[src/cdsl_pkg.sv]
package cdsl_pkg;

  // Clock and timing
  localparam int unsigned CLK_HZ = 25000000;
  localparam int unsigned POWERUP_WAIT_MS = 50;
  localparam int unsigned POWERUP_WAIT_CYC = (CLK_HZ / 1000) * POWERUP_WAIT_MS;
  localparam int unsigned BUS_RATE_HZ = 100000;
  // Quarter bit period, rounded up so the bus never runs above its rate
  localparam int unsigned QTR_CYC = (CLK_HZ + 4 * BUS_RATE_HZ - 1) / (4 * BUS_RATE_HZ);

  // Address spans
  localparam int unsigned MEM_ADDR_W = 11;
  localparam int unsigned CFG_SPAN_BYTES = 512;
  localparam int unsigned ID_RAM_BYTES = 256;
  localparam int unsigned CFG_BYTES = 16;
  localparam logic [3:0] CFG_LAST_ADDR = 4'hf;
  localparam logic [MEM_ADDR_W-1:0] SIG_LO_ADDR = 11'h000;
  localparam logic [MEM_ADDR_W-1:0] SIG_HI_ADDR = 11'h001;

  // Signature; value arbitrary, replace with the product's own
  localparam logic [15:0] CFG_SIGNATURE = 16'h5a3c;

  // Two-wire control byte high nibble for a memory device
  localparam logic [3:0] MEM_DEV_CODE = 4'ha;

  // Built-in ROM configuration defaults for bytes 0..15
  localparam logic [7:0] ROM_CFG_DEFAULT [CFG_BYTES] = '{
    // Bytes 0 and 1 mirror the signature; their values are arbitrary
    8'h3c, 8'h5a, 8'h00, 8'h00, 8'h80, 8'h00, 8'h00, 8'h00,
    8'h00, 8'h00, 8'h00, 8'h00, 8'h00, 8'h00, 8'h00, 8'h00};

  // Where descriptors and configuration come from
  typedef enum logic [1:0] {
    CDSL_SRC_ROM = 2'h0,
    CDSL_SRC_MEM = 2'h1,
    CDSL_SRC_IDENT = 2'h2
  } cdsl_src_t;

  // Request to the serial memory engine
  typedef struct packed {
    logic rd;
    logic [MEM_ADDR_W-1:0] addr;
    logic [7:0] wdata;
  } cdsl_mem_req_t;

  // Vendor access from the USB side
  typedef struct packed {
    logic load;
    logic wr;
    logic [MEM_ADDR_W-1:0] addr;
    logic [7:0] wdata;
  } cdsl_vend_req_t;

  // Byte of identify data from the ATA side
  typedef struct packed {
    logic [7:0] addr;
    logic [7:0] data;
  } cdsl_ident_byte_t;

endpackage

[src/cdsl_sync.sv]
`timescale 1ns/100ps
// Two flip-flop synchroniser for pin inputs
module cdsl_sync (
  input wire logic clk,
  input wire logic reset,
  input wire logic ce,
  input wire logic d,
  output logic q
);
  logic meta_q;

  // First stage feeds only the second
  always_ff @(posedge clk or posedge reset) begin
    if (reset) begin
      meta_q <= 1'b0;
      q <= 1'b0;
    end else if (ce) begin
      meta_q <= d;
      q <= meta_q;
    end
  end
endmodule

[src/cdsl_twi.sv]
`timescale 1ns/100ps
// Single-byte random read/write engine for the two-wire serial memory
module cdsl_twi (
  input wire logic clk,
  input wire logic reset,
  input wire logic ce,
  input wire logic start,
  input wire logic probe,
  input wire cdsl_pkg::cdsl_mem_req_t req,
  output logic busy,
  output logic done,
  output logic nack,
  output logic [7:0] rdata,
  output logic scl,
  input wire logic sda_in,
  output logic sda_out,
  output logic sda_oe
);
  import cdsl_pkg::*;

  typedef enum logic [3:0] {
    T_IDLE = 4'h0, T_START = 4'h1, T_BIT = 4'h3, T_ACK = 4'h2,
    T_RSTART = 4'h6, T_STOP = 4'h7, T_DONE = 4'h5
  } cdsl_twi_st_t;

  cdsl_twi_st_t st_q;
  logic [7:0] qtr_q;     // Quarter-bit timer
  logic [1:0] ph_q;      // Phase within a bit
  logic [2:0] bit_q;     // Bit index
  logic [2:0] byte_q;    // Byte index within the frame
  logic [7:0] sh_q;      // Shift register
  cdsl_mem_req_t r_q;
  logic probe_q;
  logic tick;

  assign tick = (qtr_q == 8'(QTR_CYC - 1));
  assign busy = (st_q != T_IDLE);

  // Byte to send at a given index
  function automatic logic [7:0] tx_byte(input logic [2:0] idx, input cdsl_mem_req_t r);
    case (idx)
      3'h0: tx_byte = {MEM_DEV_CODE, r.addr[10:8], 1'b0};
      3'h1: tx_byte = r.addr[7:0];
      3'h2: tx_byte = r.rd ? {MEM_DEV_CODE, r.addr[10:8], 1'b1} : r.wdata;
      default: tx_byte = 8'hff;
    endcase
  endfunction

  // Quarter-bit timer
  always_ff @(posedge clk or posedge reset) begin
    if (reset) qtr_q <= 8'h00;
    else if (ce) qtr_q <= (!busy || tick) ? 8'h00 : qtr_q + 8'h01;
  end

  // Bus sequencer; the clock line is only ever driven, never sampled
  always_ff @(posedge clk or posedge reset) begin
    if (reset) begin
      st_q <= T_IDLE;
      ph_q <= 2'h0;
      bit_q <= 3'h7;
      byte_q <= 3'h0;
      sh_q <= 8'h00;
      r_q <= '0;
      probe_q <= 1'b0;
      scl <= 1'b1;
      sda_out <= 1'b1;
      done <= 1'b0;
      nack <= 1'b0;
      rdata <= 8'h00;
    end else if (ce) begin
      done <= 1'b0;
      case (st_q)
        T_IDLE: begin
          scl <= 1'b1;
          sda_out <= 1'b1;
          if (start) begin
            r_q <= req;
            probe_q <= probe;
            byte_q <= 3'h0;
            ph_q <= 2'h0;
            nack <= 1'b0;
            st_q <= T_START;
          end
        end
        T_START: if (tick) begin
          // Data falls while clock is high, then clock falls
          ph_q <= ph_q + 2'h1;
          if (ph_q == 2'h0) sda_out <= 1'b0;
          if (ph_q == 2'h1) begin
            scl <= 1'b0;
            sh_q <= tx_byte(byte_q, r_q);
            bit_q <= 3'h7;
            ph_q <= 2'h0;
            st_q <= T_BIT;
          end
        end
        T_BIT: if (tick) begin
          ph_q <= ph_q + 2'h1;
          case (ph_q)
            2'h0: sda_out <= (byte_q == 3'h3) ? 1'b1 : sh_q[7];
            2'h1: scl <= 1'b1;
            2'h2: if (byte_q == 3'h3) rdata <= {rdata[6:0], sda_in};
            default: begin
              scl <= 1'b0;
              sh_q <= {sh_q[6:0], 1'b0};
              bit_q <= bit_q - 3'h1;
              if (bit_q == 3'h0) st_q <= T_ACK;
            end
          endcase
        end
        T_ACK: if (tick) begin
          ph_q <= ph_q + 2'h1;
          case (ph_q)
            // Reading: master sends no-ack after the data byte
            2'h0: sda_out <= 1'b1;
            2'h1: scl <= 1'b1;
            2'h2: if (byte_q != 3'h3 && sda_in) nack <= 1'b1;
            default: begin
              scl <= 1'b0;
              ph_q <= 2'h0;
              if ((byte_q != 3'h3 && sda_in) || probe_q) st_q <= T_STOP;
              else if (byte_q == 3'h1 && r_q.rd) st_q <= T_RSTART;
              else if (byte_q == 3'h3 || (byte_q == 3'h2 && !r_q.rd)) st_q <= T_STOP;
              else begin
                byte_q <= byte_q + 3'h1;
                sh_q <= tx_byte(byte_q + 3'h1, r_q);
                bit_q <= 3'h7;
                st_q <= T_BIT;
              end
              if (byte_q == 3'h2 && r_q.rd && !sda_in) begin
                byte_q <= 3'h3;
                bit_q <= 3'h7;
                st_q <= T_BIT;
              end
            end
          endcase
        end
        T_RSTART: if (tick) begin
          ph_q <= ph_q + 2'h1;
          case (ph_q)
            2'h0: sda_out <= 1'b1;
            2'h1: scl <= 1'b1;
            2'h2: sda_out <= 1'b0;
            default: begin
              scl <= 1'b0;
              byte_q <= 3'h2;
              sh_q <= tx_byte(3'h2, r_q);
              bit_q <= 3'h7;
              st_q <= T_BIT;
            end
          endcase
        end
        T_STOP: if (tick) begin
          ph_q <= ph_q + 2'h1;
          case (ph_q)
            2'h0: sda_out <= 1'b0;
            2'h1: scl <= 1'b1;
            2'h2: sda_out <= 1'b1;
            default: st_q <= T_DONE;
          endcase
        end
        T_DONE: begin
          done <= 1'b1;
          st_q <= T_IDLE;
        end
        default: st_q <= T_IDLE;
      endcase
    end
  end

  // Open-drain data: drive only a low
  assign sda_oe = !sda_out;
endmodule

[src/cdsl_loader.sv]
`timescale 1ns/100ps
////////////////////////////////////////////////////////////////////////////////
// Contract
// - Pin low, no memory: all from ROM
// - Pin high, bad signature: ROM for everything
// - Pin high, good signature: identify data, ROM meanwhile
// - Memory bad signature: ROM, recheck on vendor access
// - Memory good signature: everything from memory
// - Address 2 KB; config image first 512 bytes
// - Identify data held in 256-byte RAM
// - Serial bus at most 100 kHz
// - Clock output only; single master, 7-bit
// - Wait 50 ms after reset before probing
// - Valid only when first two bytes match signature
// - Recheck signature on vendor access bytes 0/1; the recheck runs on vendor reads of bytes 0/1 only, not on writes
// - Memory stays present until next reset
// - Missing acknowledge stalls the USB request
// - Retry memory access on next request
// - Identify data needs the same signature check
// - Failed identify signature: ROM defaults served
// - Identify-source pin active high selects identify data
// - Bytes 0x0..0xF load configuration registers; the memory load reads bytes 0x2..0xF only, bytes 0x0/0x1 keep the ROM defaults
// - Vendor write to config space updates registers
module cdsl_loader (
  input wire logic clk,
  input wire logic reset,
  input wire logic ce,
  input wire logic ident_mode_pin,
  input wire logic vend_valid,
  input wire cdsl_pkg::cdsl_vend_req_t vend_req,
  output logic vend_done,
  output logic vend_stall,
  output logic [7:0] vend_rdata,
  input wire logic desc_valid,
  input wire logic [8:0] desc_addr,
  output logic desc_done,
  output logic [7:0] desc_rdata,
  input wire logic ident_valid,
  input wire cdsl_pkg::cdsl_ident_byte_t ident_byte,
  input wire logic ident_last,
  output cdsl_pkg::cdsl_src_t desc_src,
  output cdsl_pkg::cdsl_src_t cfg_src,
  output logic mem_present,
  output logic [8*cdsl_pkg::CFG_BYTES-1:0] cfg_regs,
  output logic load_done,
  output logic scl,
  input wire logic sda_in,
  output logic sda_out,
  output logic sda_oe
);
  import cdsl_pkg::*;

  //////////////////////////////////////////////////////////////////////////////
  // Declarations

  typedef enum logic [3:0] {
    L_WAIT = 4'h0,    // Power-up delay
    L_PROBE = 4'h1,   // Address-only presence probe
    L_SIG0 = 4'h3,    // Read signature low byte
    L_SIG1 = 4'h2,    // Read signature high byte
    L_CFG = 4'h6,     // Read configuration bytes
    L_IDLE = 4'h7,    // Serve requests
    L_VEND = 4'h5,    // Vendor access in flight
    L_DESC = 4'h4,    // Descriptor read in flight
    L_RCHK0 = 4'hc,   // Recheck signature low byte
    L_RCHK1 = 4'hd    // Recheck signature high byte
  } cdsl_ld_st_t;

  cdsl_ld_st_t st_q;
  logic [21:0] wait_q;            // Power-up delay counter
  logic [3:0] idx_q;              // Config byte index
  logic [7:0] sig_lo_q;           // Signature low byte caught
  logic mem_sig_ok_q;             // Memory signature passed
  logic id_sig_ok_q;              // Identify signature passed
  logic [7:0] id_ram_q [ID_RAM_BYTES];  // Identify data store
  logic [7:0] cfg_q [CFG_BYTES];  // Configuration registers
  logic mode_q;                   // Synchronised source pin
  logic eng_start;
  logic eng_probe;
  cdsl_mem_req_t eng_req;
  logic eng_busy;
  logic eng_done;
  logic eng_nack;
  logic [7:0] eng_rdata;
  logic [15:0] id_sig;

  //////////////////////////////////////////////////////////////////////////////
  // Pin synchroniser and serial engine

  // Source pin is active high
  cdsl_sync u_sync (
    .clk(clk),
    .reset(reset),
    .ce(ce),
    .d(ident_mode_pin),
    .q(mode_q)
  );

  // Engine paced from the core clock
  cdsl_twi u_twi (
    .clk(clk),
    .reset(reset),
    .ce(ce),
    .start(eng_start),
    .probe(eng_probe),
    .req(eng_req),
    .busy(eng_busy),
    .done(eng_done),
    .nack(eng_nack),
    .rdata(eng_rdata),
    .scl(scl),
    .sda_in(sda_in),
    .sda_out(sda_out),
    .sda_oe(sda_oe)
  );

  //////////////////////////////////////////////////////////////////////////////
  // Helper functions

  // Memory access request with 11-bit address
  function automatic cdsl_mem_req_t mk_req(input logic rd, input logic [10:0] a,
                                           input logic [7:0] d);
    mk_req.rd = rd;
    mk_req.addr = a;
    mk_req.wdata = d;
  endfunction

  // Signature compare shared by both sources
  function automatic logic sig_match(input logic [7:0] lo, input logic [7:0] hi);
    sig_match = ({hi, lo} == CFG_SIGNATURE);
  endfunction

  // Built-in ROM byte for a descriptor address
  function automatic logic [7:0] rom_byte(input logic [8:0] a);
    rom_byte = (a < 9'(CFG_BYTES)) ? ROM_CFG_DEFAULT[a[3:0]] : 8'h00;
  endfunction

  //////////////////////////////////////////////////////////////////////////////
  // Source selection

  assign id_sig = {id_ram_q[1], id_ram_q[0]};

  // Source table by pin, presence and signature
  always_comb begin
    if (mode_q) begin
      // Identify data used only once checked
      desc_src = id_sig_ok_q ? CDSL_SRC_IDENT : CDSL_SRC_ROM;
      cfg_src = id_sig_ok_q ? CDSL_SRC_IDENT : CDSL_SRC_ROM;
    end else if (mem_present && mem_sig_ok_q) begin
      desc_src = CDSL_SRC_MEM;
      cfg_src = CDSL_SRC_MEM;
    end else begin
      desc_src = CDSL_SRC_ROM;
      cfg_src = CDSL_SRC_ROM;
    end
  end

  //////////////////////////////////////////////////////////////////////////////
  // Engine request decode

  always_comb begin
    eng_start = 1'b0;
    eng_probe = 1'b0;
    eng_req = '0;
    if (!eng_busy && !eng_done) begin
      case (st_q)
        L_PROBE: begin
          eng_start = 1'b1;
          eng_probe = 1'b1;
        end
        L_SIG0, L_RCHK0: begin
          eng_start = 1'b1;
          eng_req = mk_req(1'b1, SIG_LO_ADDR, 8'h00);
        end
        L_SIG1, L_RCHK1: begin
          eng_start = 1'b1;
          eng_req = mk_req(1'b1, SIG_HI_ADDR, 8'h00);
        end
        L_CFG: begin
          eng_start = 1'b1;
          eng_req = mk_req(1'b1, {7'h00, idx_q}, 8'h00);
        end
        L_VEND, L_DESC: begin
          // Staged request from the idle state, one start pulse
          eng_start = xfer_start_q;
          eng_req = xfer_req_q;
        end
        default: ;
      endcase
    end
  end

  //////////////////////////////////////////////////////////////////////////////
  // Sequencer

  always_ff @(posedge clk or posedge reset) begin
    if (reset) begin
      st_q <= L_WAIT;
      wait_q <= '0;
      idx_q <= 4'h0;
      sig_lo_q <= 8'h00;
      mem_sig_ok_q <= 1'b0;
      mem_present <= 1'b0;
      load_done <= 1'b0;
      vend_done <= 1'b0;
      vend_stall <= 1'b0;
      vend_rdata <= 8'h00;
      desc_done <= 1'b0;
      desc_rdata <= 8'h00;
    end else if (ce) begin
      vend_done <= 1'b0;
      vend_stall <= 1'b0;
      desc_done <= 1'b0;
      case (st_q)
        L_WAIT: begin
          // Hold off probing after reset
          wait_q <= wait_q + 22'h1;
          if (wait_q == 22'(POWERUP_WAIT_CYC - 1)) st_q <= mode_q ? L_IDLE : L_PROBE;
        end
        L_PROBE: if (eng_done) begin
          // Presence sticks until reset
          mem_present <= !eng_nack;
          st_q <= eng_nack ? L_IDLE : L_SIG0;
        end
        L_SIG0, L_RCHK0: if (eng_done) begin
          sig_lo_q <= eng_rdata;
          st_q <= eng_nack ? L_IDLE : (st_q == L_SIG0 ? L_SIG1 : L_RCHK1);
          if (st_q == L_RCHK0 && eng_nack) vend_stall <= 1'b1;
          if (st_q == L_RCHK0 && !eng_nack) vend_rdata <= eng_rdata;
        end
        L_SIG1, L_RCHK1: if (eng_done) begin
          if (eng_nack) begin
            st_q <= L_IDLE;
            vend_stall <= (st_q == L_RCHK1);
          end else if (sig_match(sig_lo_q, eng_rdata)) begin
            mem_sig_ok_q <= 1'b1;
            idx_q <= 4'h2;
            st_q <= L_CFG;
          end else begin
            st_q <= L_IDLE;
          end
          if (st_q == L_RCHK1 && !eng_nack) begin
            vend_done <= 1'b1;
            vend_rdata <= vend_req.addr[0] ? eng_rdata : sig_lo_q;
          end
        end
        L_CFG: if (eng_done) begin
          // Load bytes up to 0xF
          if (eng_nack) st_q <= L_IDLE;
          else if (idx_q == CFG_LAST_ADDR) st_q <= L_IDLE;
          idx_q <= idx_q + 4'h1;
        end
        L_IDLE: begin
          load_done <= 1'b1;
          if (vend_valid && mem_present && !mem_sig_ok_q && !vend_req.wr &&
              vend_req.addr[10:1] == 10'h000) begin
            st_q <= L_RCHK0;
          end else if (vend_valid && mem_present) begin
            st_q <= L_VEND;
          end else if (vend_valid) begin
            // No memory: answer with a stall
            vend_stall <= 1'b1;
          end else if (desc_valid) begin
            if (desc_src == CDSL_SRC_MEM) begin
              st_q <= L_DESC;
            end else begin
              desc_done <= 1'b1;
              desc_rdata <= (desc_src == CDSL_SRC_IDENT && desc_addr < 9'(ID_RAM_BYTES))
                            ? id_ram_q[desc_addr[7:0]] : rom_byte(desc_addr);
            end
          end
        end
        L_VEND, L_DESC: if (eng_done) begin
          // Each new request starts a fresh try
          st_q <= L_IDLE;
          if (st_q == L_VEND) begin
            vend_stall <= eng_nack;
            vend_done <= !eng_nack;
            vend_rdata <= eng_rdata;
          end else begin
            desc_done <= !eng_nack;
            desc_rdata <= eng_rdata;
          end
        end
        default: st_q <= L_WAIT;
      endcase
    end
  end

  //////////////////////////////////////////////////////////////////////////////
  // Data accesses issued from the idle state are held in the engine request

  // Vendor and descriptor transfers use a separate start pulse
  logic xfer_start_q;
  cdsl_mem_req_t xfer_req_q;

  always_ff @(posedge clk or posedge reset) begin
    if (reset) begin
      xfer_start_q <= 1'b0;
      xfer_req_q <= '0;
    end else if (ce) begin
      xfer_start_q <= 1'b0;
      if (st_q == L_IDLE && vend_valid && mem_present &&
          !(!mem_sig_ok_q && !vend_req.wr && vend_req.addr[10:1] == 10'h000)) begin
        xfer_start_q <= 1'b1;
        xfer_req_q <= mk_req(!vend_req.wr, vend_req.addr, vend_req.wdata);
      end else if (st_q == L_IDLE && !vend_valid && desc_valid && desc_src == CDSL_SRC_MEM) begin
        xfer_start_q <= 1'b1;
        xfer_req_q <= mk_req(1'b1, {2'h0, desc_addr}, 8'h00);
      end
    end
  end

  //////////////////////////////////////////////////////////////////////////////
  // Identify data store

  always_ff @(posedge clk or posedge reset) begin
    if (reset) begin
      id_sig_ok_q <= 1'b0;
    end else if (ce) begin
      if (ident_valid) id_sig_ok_q <= 1'b0;
      if (ident_last) id_sig_ok_q <= sig_match(id_sig[7:0], id_sig[15:8]);
    end
  end

  always_ff @(posedge clk) begin
    if (ce && ident_valid) id_ram_q[ident_byte.addr] <= ident_byte.data;
  end

  //////////////////////////////////////////////////////////////////////////////
  // Configuration registers

  always_ff @(posedge clk or posedge reset) begin
    if (reset) begin
      for (int i = 0; i < CFG_BYTES; i++) cfg_q[i] <= 8'h00;
    end else if (ce) begin
      if (st_q == L_WAIT) begin
        // ROM values until a source delivers
        for (int i = 0; i < CFG_BYTES; i++) cfg_q[i] <= ROM_CFG_DEFAULT[i];
      end else if (st_q == L_CFG && eng_done && !eng_nack) begin
        cfg_q[idx_q] <= eng_rdata;
      end else if (st_q == L_VEND && eng_done && !eng_nack && vend_req.wr &&
                   vend_req.addr[10:4] == 7'h00) begin
        cfg_q[vend_req.addr[3:0]] <= vend_req.wdata;
      end else if (mode_q && ident_last && sig_match(id_ram_q[0], id_ram_q[1])) begin
        for (int i = 0; i < CFG_BYTES; i++) cfg_q[i] <= id_ram_q[i];
      end
    end
  end

  // Flatten configuration registers
  always_comb begin
    for (int i = 0; i < CFG_BYTES; i++) cfg_regs[8*i +: 8] = cfg_q[i];
  end

endmodule

[config.mk]
export PLATFORM = sky130hd
export DESIGN_NAME = cdsl_loader
export DESIGN_NICKNAME = d
export VERILOG_FILES = /design/src/cdsl_pkg.sv /design/src/cdsl_sync.sv /design/src/cdsl_twi.sv /design/src/cdsl_loader.sv
export SDC_FILE = /design/constraint.sdc
export NUM_CORES = 2
export LEC_CHECK = 0
export ABC_AREA = 1
export BUFFER_PORTS_ARGS = -buffer_cell sky130_fd_sc_hd__buf_2
export CORE_MARGIN = 2
export CORE_UTILIZATION = 45
export CTS_CLUSTER_DIAMETER = 80
export DETAILED_ROUTE_END_ITERATION = 8
export HOLD_SLACK_MARGIN = 0.15
export PLACE_DENSITY = 0.75
export SLEW_MARGIN = 25
export SYNTH_ARGS = -nofsm -noshare
export SYNTH_HDL_FRONTEND = slang
export SYNTH_HIERARCHICAL = 1
export SYNTH_SLANG_ARGS = --single-unit
[constraint.sdc]
create_clock -name clk -period 6.2 [get_ports clk]
set_input_delay 0.93 -clock clk [delete_from_list [all_inputs] [get_ports clk]]
set_output_delay 0.93 -clock clk [all_outputs]
set_load 0.02 [all_outputs]
# Word level (Yosys, flattened, before mapping)

Memory sizes are Yosys's and may differ from the RTL's.
Cells that the tools add are included.

Flip-flop bits (word level): 273
Memory bits (writable): 2048
ROM bits: 128
Input bits: 55
Output and inout port bits: 156
Logic and storage cells: 430
Memories: 2

Add/sub/neg operators: 6
Magnitude comparators: 7
Eq/ne operators: 80
Mux-type cells: 183
Bitwise logic cells: 4
Reduce and logical (&&, ||, !) cells: 98

Memory list:

| memory          | words | bits a word | read ports | clocked after Yosys merged registers in | wr ports | RTL line           | RTL |
|---|---|---|---|---|---|---|---|
| id_ram_q        | 256   | 8           | 17         | 0                                       | 1        | cdsl_loader.sv:75  | `logic [7:0] id_ram_q [ID_RAM_BYTES];` |
| (no name shown) | 16    | 8           | 1          | 0                                       | 0        | cdsl_loader.sv:135 | `rom_byte = (a < 9'(CFG_BYTES)) ? ROM_CFG_DEFAULT[a[3:0]] : 8'h00;` |

Operators by type and width:

| cell                                                                     | number |
|---|---|
| 128-bit 2-to-1 mux                                                       | 4 |
| 8-bit 2-to-1 mux                                                         | 33 |
| 128-bit bitwise mux                                                      | 2 |
| 4-bit 2-to-1 mux                                                         | 34 |
| 20-bit one-hot mux with 4 select lines                                   | 1 |
| 3-bit 2-to-1 mux                                                         | 24 |
| 8-bit one-hot mux with 3 select lines                                    | 3 |
| 8-bit demux with 4-bit select                                            | 2 |
| 20-bit 2-to-1 mux                                                        | 3 |
| 1-bit 2-to-1 mux                                                         | 51 |
| 2-bit inequality test (second input constant)                            | 21 |
| 2-bit by 1-bit inequality test with 1-bit output (second input constant) | 20 |
| 13-bit AND reduction                                                     | 3 |
| 1-bit logical AND                                                        | 34 |
| 16-bit by 15-bit equality test with 1-bit output (second input constant) | 2 |
| 8-bit one-hot mux with 4 select lines                                    | 1 |
| 4-bit by 3-bit equality test with 1-bit output (second input constant)   | 7 |
| 4-bit one-hot mux with 7 select lines                                    | 1 |
| 4-bit one-hot mux with 6 select lines                                    | 1 |
| 22-bit by 1-bit adder with 22-bit output (second input constant)         | 1 |
| 22-bit by 21-bit equality test with 1-bit output (second input constant) | 1 |
| 4-bit nonzero test                                                       | 5 |
| 6-bit AND reduction                                                      | 3 |
| 4-bit by 2-bit equality test with 1-bit output (second input constant)   | 4 |
| 53 further kinds                                                         | 117 |

# Longest topological paths before layout

Depth in word-level cells: 12
Mapped depth: 19
Depth with buffers taken out: 19

# Cells and area by module

Netlist, hierarchy kept.

By module, submodules not included:

| module      | times used | cells each | area each (µm²) |
|---|---|---|---|
| cdsl_loader | 1          | 8436       | 94351.7 |
| cdsl_twi    | 1          | 559        | 3858.7 |
| cdsl_sync   | 1          | 10         | 80.1 |

# Least setup slack after synthesis

No wires, ideal clock.

Path kind: input-to-reg
Start point: input ce
End point: memory id_ram_q[165][0] (enable)
Data arrival time: 2.305 ns
Data required time: 5.817 ns
Path slack: 3.512 ns
Stages: 6
Cell sequence: buf_2 > nand2_1 > clkinv_1 > nand3_1 > clkbuf_1 > nor3_1

Word-level cells in the longest chain between the ends: 3

Ends and longest elaborated chain:

| element                                | RTL line           | RTL |
|---|---|---|
| start, declared                        | cdsl_loader.sv:27  | `input wire logic ce,` |
| 1-bit logical AND                      | cdsl_loader.sv:327 | `if (ce && ident_valid) id_ram_q[ident_byte.addr] <= ident_byte.data;` |
| 1-bit 2-to-1 mux                       | cdsl_loader.sv:327 |  |
| 1-bit 2-to-1 mux (implied by the code) | cdsl_loader.sv:327 |  |
| end, declared                          | cdsl_loader.sv:75  |  |

Every way passes these cells.

# Worst setup path in the final report

Start point: input desc_addr[0]
End point: register desc_rdata[6]

Word-level cells in the longest chain between the ends: 12

Ends and longest elaborated chain:

| element                                                                    | RTL line           | RTL |
|---|---|---|
| start, declared                                                            | cdsl_loader.sv:35  | `input wire logic [8:0] desc_addr,` |
| parallel branches: the longest is 5 deep, another holds memory 256 x 8 bit | --                 |  |
| 8-bit 2-to-1 mux (*)                                                       | cdsl_loader.sv:269 | `? id_ram_q[desc_addr[7:0]] : rom_byte(desc_addr);` |
| 8-bit 2-to-1 mux (*)                                                       | cdsl_loader.sv:264 | `if (desc_src == CDSL_SRC_MEM) begin` |
| 8-bit 2-to-1 mux (*)                                                       | cdsl_loader.sv:263 | `end else if (desc_valid) begin` |
| 8-bit 2-to-1 mux (*)                                                       | cdsl_loader.sv:260 | `end else if (vend_valid) begin` |
| 8-bit 2-to-1 mux (*)                                                       | cdsl_loader.sv:258 | `end else if (vend_valid && mem_present) begin` |
| 8-bit 2-to-1 mux (*)                                                       | cdsl_loader.sv:255 | `if (vend_valid && mem_present && !mem_sig_ok_q && !vend_req.wr &&` |
| 8-bit one-hot mux with 2 select lines (*)                                  | cdsl_loader.sv:214 | `case (st_q)` |
| end signal, assigned                                                       | cdsl_loader.sv:268 | `desc_rdata <= (desc_src == CDSL_SRC_IDENT && desc_addr < 9'(ID_RAM_BYTES))` |
| end signal, assigned                                                       | cdsl_loader.sv:282 | `desc_rdata <= eng_rdata;` |
| end, declared                                                              | cdsl_loader.sv:37  | `output logic [7:0] desc_rdata,` |

Mark *: on every way between the ends. The select of a mux whose other input is x is not followed.
A chain may end at the register's enable or synchronous reset.

==> reports/metrics.yaml <==
status: "finished, final reports clean"
final_area_sq_um: 109000
cap_violations: 0
clock_skew_ns: 0.0217
dieArea_sq_um: 222000
relSlewSlack: 0.246
start_util: 0.453
layoutNonFillerInstCount: 12043
fin_nets: 9087
wirelength_mm: 284
std_cell_rows: 171
rsz0062_at_grt: "false"
fillers: 18220
track_usage: 0.249
pwr-share-clk: 0.358
hold_viol_final: 0
yosysTopAreaCell: "edfxtp_1"
synth_cells: 9005
cts_tree: "built"
core_sq_um: 217000
cts.sinks: 2320
io_pins: 211
grt_overflow: 0
fin_crit_sh: 0.663
multiInputGateArea_sq_um: 26100
hold_ws_ns: 0.283
tightestPinTransition_ns: 1.13
crit_buf_inv: 3
cts_hold_buf: 1
die_w_um: 471
clockRootBuffer: "clkbuf_16"
portBuffers: 209
vdd_ir_drop_max_mv: 0.341
postCtsSetupBuffers: 0
via_per_inst: 5.88
avgSynthCellArea_sq_um: 10.9
wl_met3_mm: 35.7
syn-cell-area_sq_um: 98300
p_sw_uw: 9970
seqPwrFrac: 0.500
wire_per_inst_um: 23.5
drive_gt1_frac: 0.0787
ant_nets: 0
synth_top_area_frac: 0.626
area_growth_pct: 10.8
place_congestion: 0.974
cp_slowest_cell: "nor2_4"
critical_path.top_delay_family: "simple AND/OR/NAND/NOR gates"
die_h_um: 471
seqCellArea_sq_um: 68300
p_per_area_nw_per_um2: 332
maxUsedRoutingLayer: "met5"
post-route-util: 0.502
syn_nets: 9080
finalSetupTns_ns: 0
ys_types: 53
crit_type: "input pin to flop"
drtIter0Drc: 9923
cp.required_ns: 6.97
synth_area_leaders: "edfxtp_1 63%, nand2_1 7.8%, dfrtp_1 6.8%"
cp_max_fo: 87
setup_viol: 0
yosysWarnings: 6
cp.arrival_ns: 4.89
crit_path_end_kind: "flop"
p_int_uw: 26100
synthFlopType: "edfxtp_1"
async_flop_share: 0.117
grt_max_degree: 191
drt_pass1_iterations: 6
clock.fmax_mhz: 243
synth_edf_count: 2048
p_leak_uw: 0.0394
clk_latency_ns: 0.87
dpl.cell_count: 11644
antenna_found_initial: 10
path_cells: "buf_8 > inv_8 > nor2_4 > buf_12 > nand2_1 > o211ai_1 > nand3_1 > nand2_1 > nand3_1 > nand3_1 > nand3_1 > nand2_1 > nand2_1 > a21oi_1"
layout_min_cycle_time_ns: 4.11
cts_made_buffers: 215
grt_pass1_wl_mm: 422
finalMaxSlewViolations: 0
pwr-share-comb: 0.141
synth_seq_area_share: 0.695
cts_max_path_buffers: 3
htreeDepth: 4
startpoint_type: "input pin"
clk_pin_slew_ns: 0.06
placed_cell_area_sq_um: 102000
cts-resized-gates: 0
hp-class: "input pin to flop"
cp_slowest_stage_delay_ns: 0.70
drc: 0
grt_pass1_vias: 67118
sw_frac_of_total: 0.276
vias: 70785
wl_met1_mm: 108
ys_ff_latch: 2320
dpl.hpwl_mm: 167
dr_wl_met2_mm: 127
## Yosys cell counts (11+ instances only)
cell / count
o21ai_0: 628
nor2_1: 1185
nor2_2: 18
buf_2: 129
clkbuf_1: 306
ha_1: 20
a31oi_1: 25
o211ai_1: 240
o21ai_1: 22
buf_4: 11
inv_2: 18
edfxtp_1: 2048
xor2_1: 20
o22ai_1: 18
a21oi_1: 322
nand4_1: 141
nand2_1: 2032
nand2_2: 11
a22oi_1: 54
buf_1: 78
nor2_4: 15
nand3_1: 805
inv_1: 441
nor3_1: 69
dfrtp_1: 267
## tightest hold or removal path, delay by kind of cell
family | cells | cell delay [ns]
and+or+nand+nor | 2 | 0.10
buffers and inverters | 1 | 0.08
## state kept, by name (all words and copies together) (netlist names), 2 cells and up
register	cells
cfg_regs	128
desc_rdata	8
id_ram_q	2048
idx_q	4
sig_lo_q	8
st_q	4
u_twi/bit_q	3
u_twi/byte_q	3
u_twi/ph_q	2
u_twi/qtr_q	8
u_twi/r_q	20
u_twi/rdata	8
u_twi/sh_q	8
u_twi/st_q	3
vend_rdata	8
wait_q	22
xfer_req_q	20
## final timing paths
check | startpoint | endpoint | slack [ns] | cells after the start
worst max-delay path | desc_addr[0] | desc_rdata[6] | 2.09 | 14
worst min-delay path | ident_mode_pin | u_sync/meta_q | 0.28 | 3
worst max register to register | st_q[1] | cfg_regs[30] | 2.35 | 15
worst min register to register | u_twi/bit_q[2] | u_twi/bit_q[2] | 0.46 | 2
max in group asynchronous | reset | cfg_regs[110] | 4.23 | 5
min in group asynchronous | reset | u_sync/meta_q | 0.54 | 3
## cell usage in the layout, fill, tap and decap left out, types with 9 or more instances in the layout
cell	n
clkbuf_1	43
dfrtp_1	267
nand4_1	141
nor2_4	18
inv_2	19
o21ai_0	628
xor2_1	20
clkinv_2	37
nor2_2	17
buf_8	9
o21ai_1	22
nand3_1	802
nor3_1	65
inv_1	435
nor2_1	1183
o22ai_1	18
buf_2	197
clkbuf_16	218
nand2_1	2030
buf_4	81
o211ai_1	240
buf_12	25
edfxtp_1	2048
bufinv_16	16
nand2_2	11
a21oi_1	322
ha_1	20
clkinv_1	62
a22oi_1	54
nand3b_1	10
a31oi_1	25
## power groups by stage
stage                     logic [uW]  clock network [uW]  registers [uW]
after floorplan                 2730                   0           18700
after global placement          4910                   0           18300
after detailed placement        5000                   0           18400
after CTS                       5020               13000           18000
after global routing            5540               13600           18100
final                           5100               12900           18100
## logic make-up (layout without fill, tap and decap cells)
| group | Yosys count | after routing | share of synthesized area |
|---|---|---|---|
| other | 0 | 1 | 0 |
| XOR/XNOR | 23 | 23 | 0.00205 |
| AO/OA/AOI/OAI | 1337 | 1337 | 0.0772 |
| AND/OR/NAND/NOR | 4303 | 4303 | 0.182 |
| adder cells (fa/ha/maj) | 20 | 20 | 0.00255 |
| multiplexers | 2 | 2 | 0.000229 |
| flip-flops | 2320 | 2320 | 0.695 |
| buffers and inverters | 1000 | 1183 | 0.0407 |
## metal layers
layer / vias to the layer above / track usage
met5: - / 0
li1: 31354 / -
met1: 33995 / 0.342
met3: 737 / 0.0609
met2: 4689 / 0.380
met4: 10 / 0.105
## layout make-up
| cell class | instances | share of cell area |
|---|---|---|
| Antenna cell | 1 | 0.0000230 |
| Timing Repair Buffer | 319 | 0.0215 |
| Sequential cell | 2320 | 0.627 |
| Tap cell | 2854 | 0.0328 |
| Multi-Input combinational cell | 5685 | 0.239 |
| Clock inverter | 127 | 0.0106 |
| Inverter | 471 | 0.0165 |
| Clock buffer | 266 | 0.0522 |
## per-stage QoR
step           setup WS (ns)  power, uW
6_report                2.09      36100
5_1_grt                 2.01      37300
4_1_cts                 2.14      36000
3_5_place_dp            1.55      23400
3_3_place_gp            1.60      23200
2_1_floorplan           2.54      21400
Note: power is estimated with default switching activity, not from simulation.
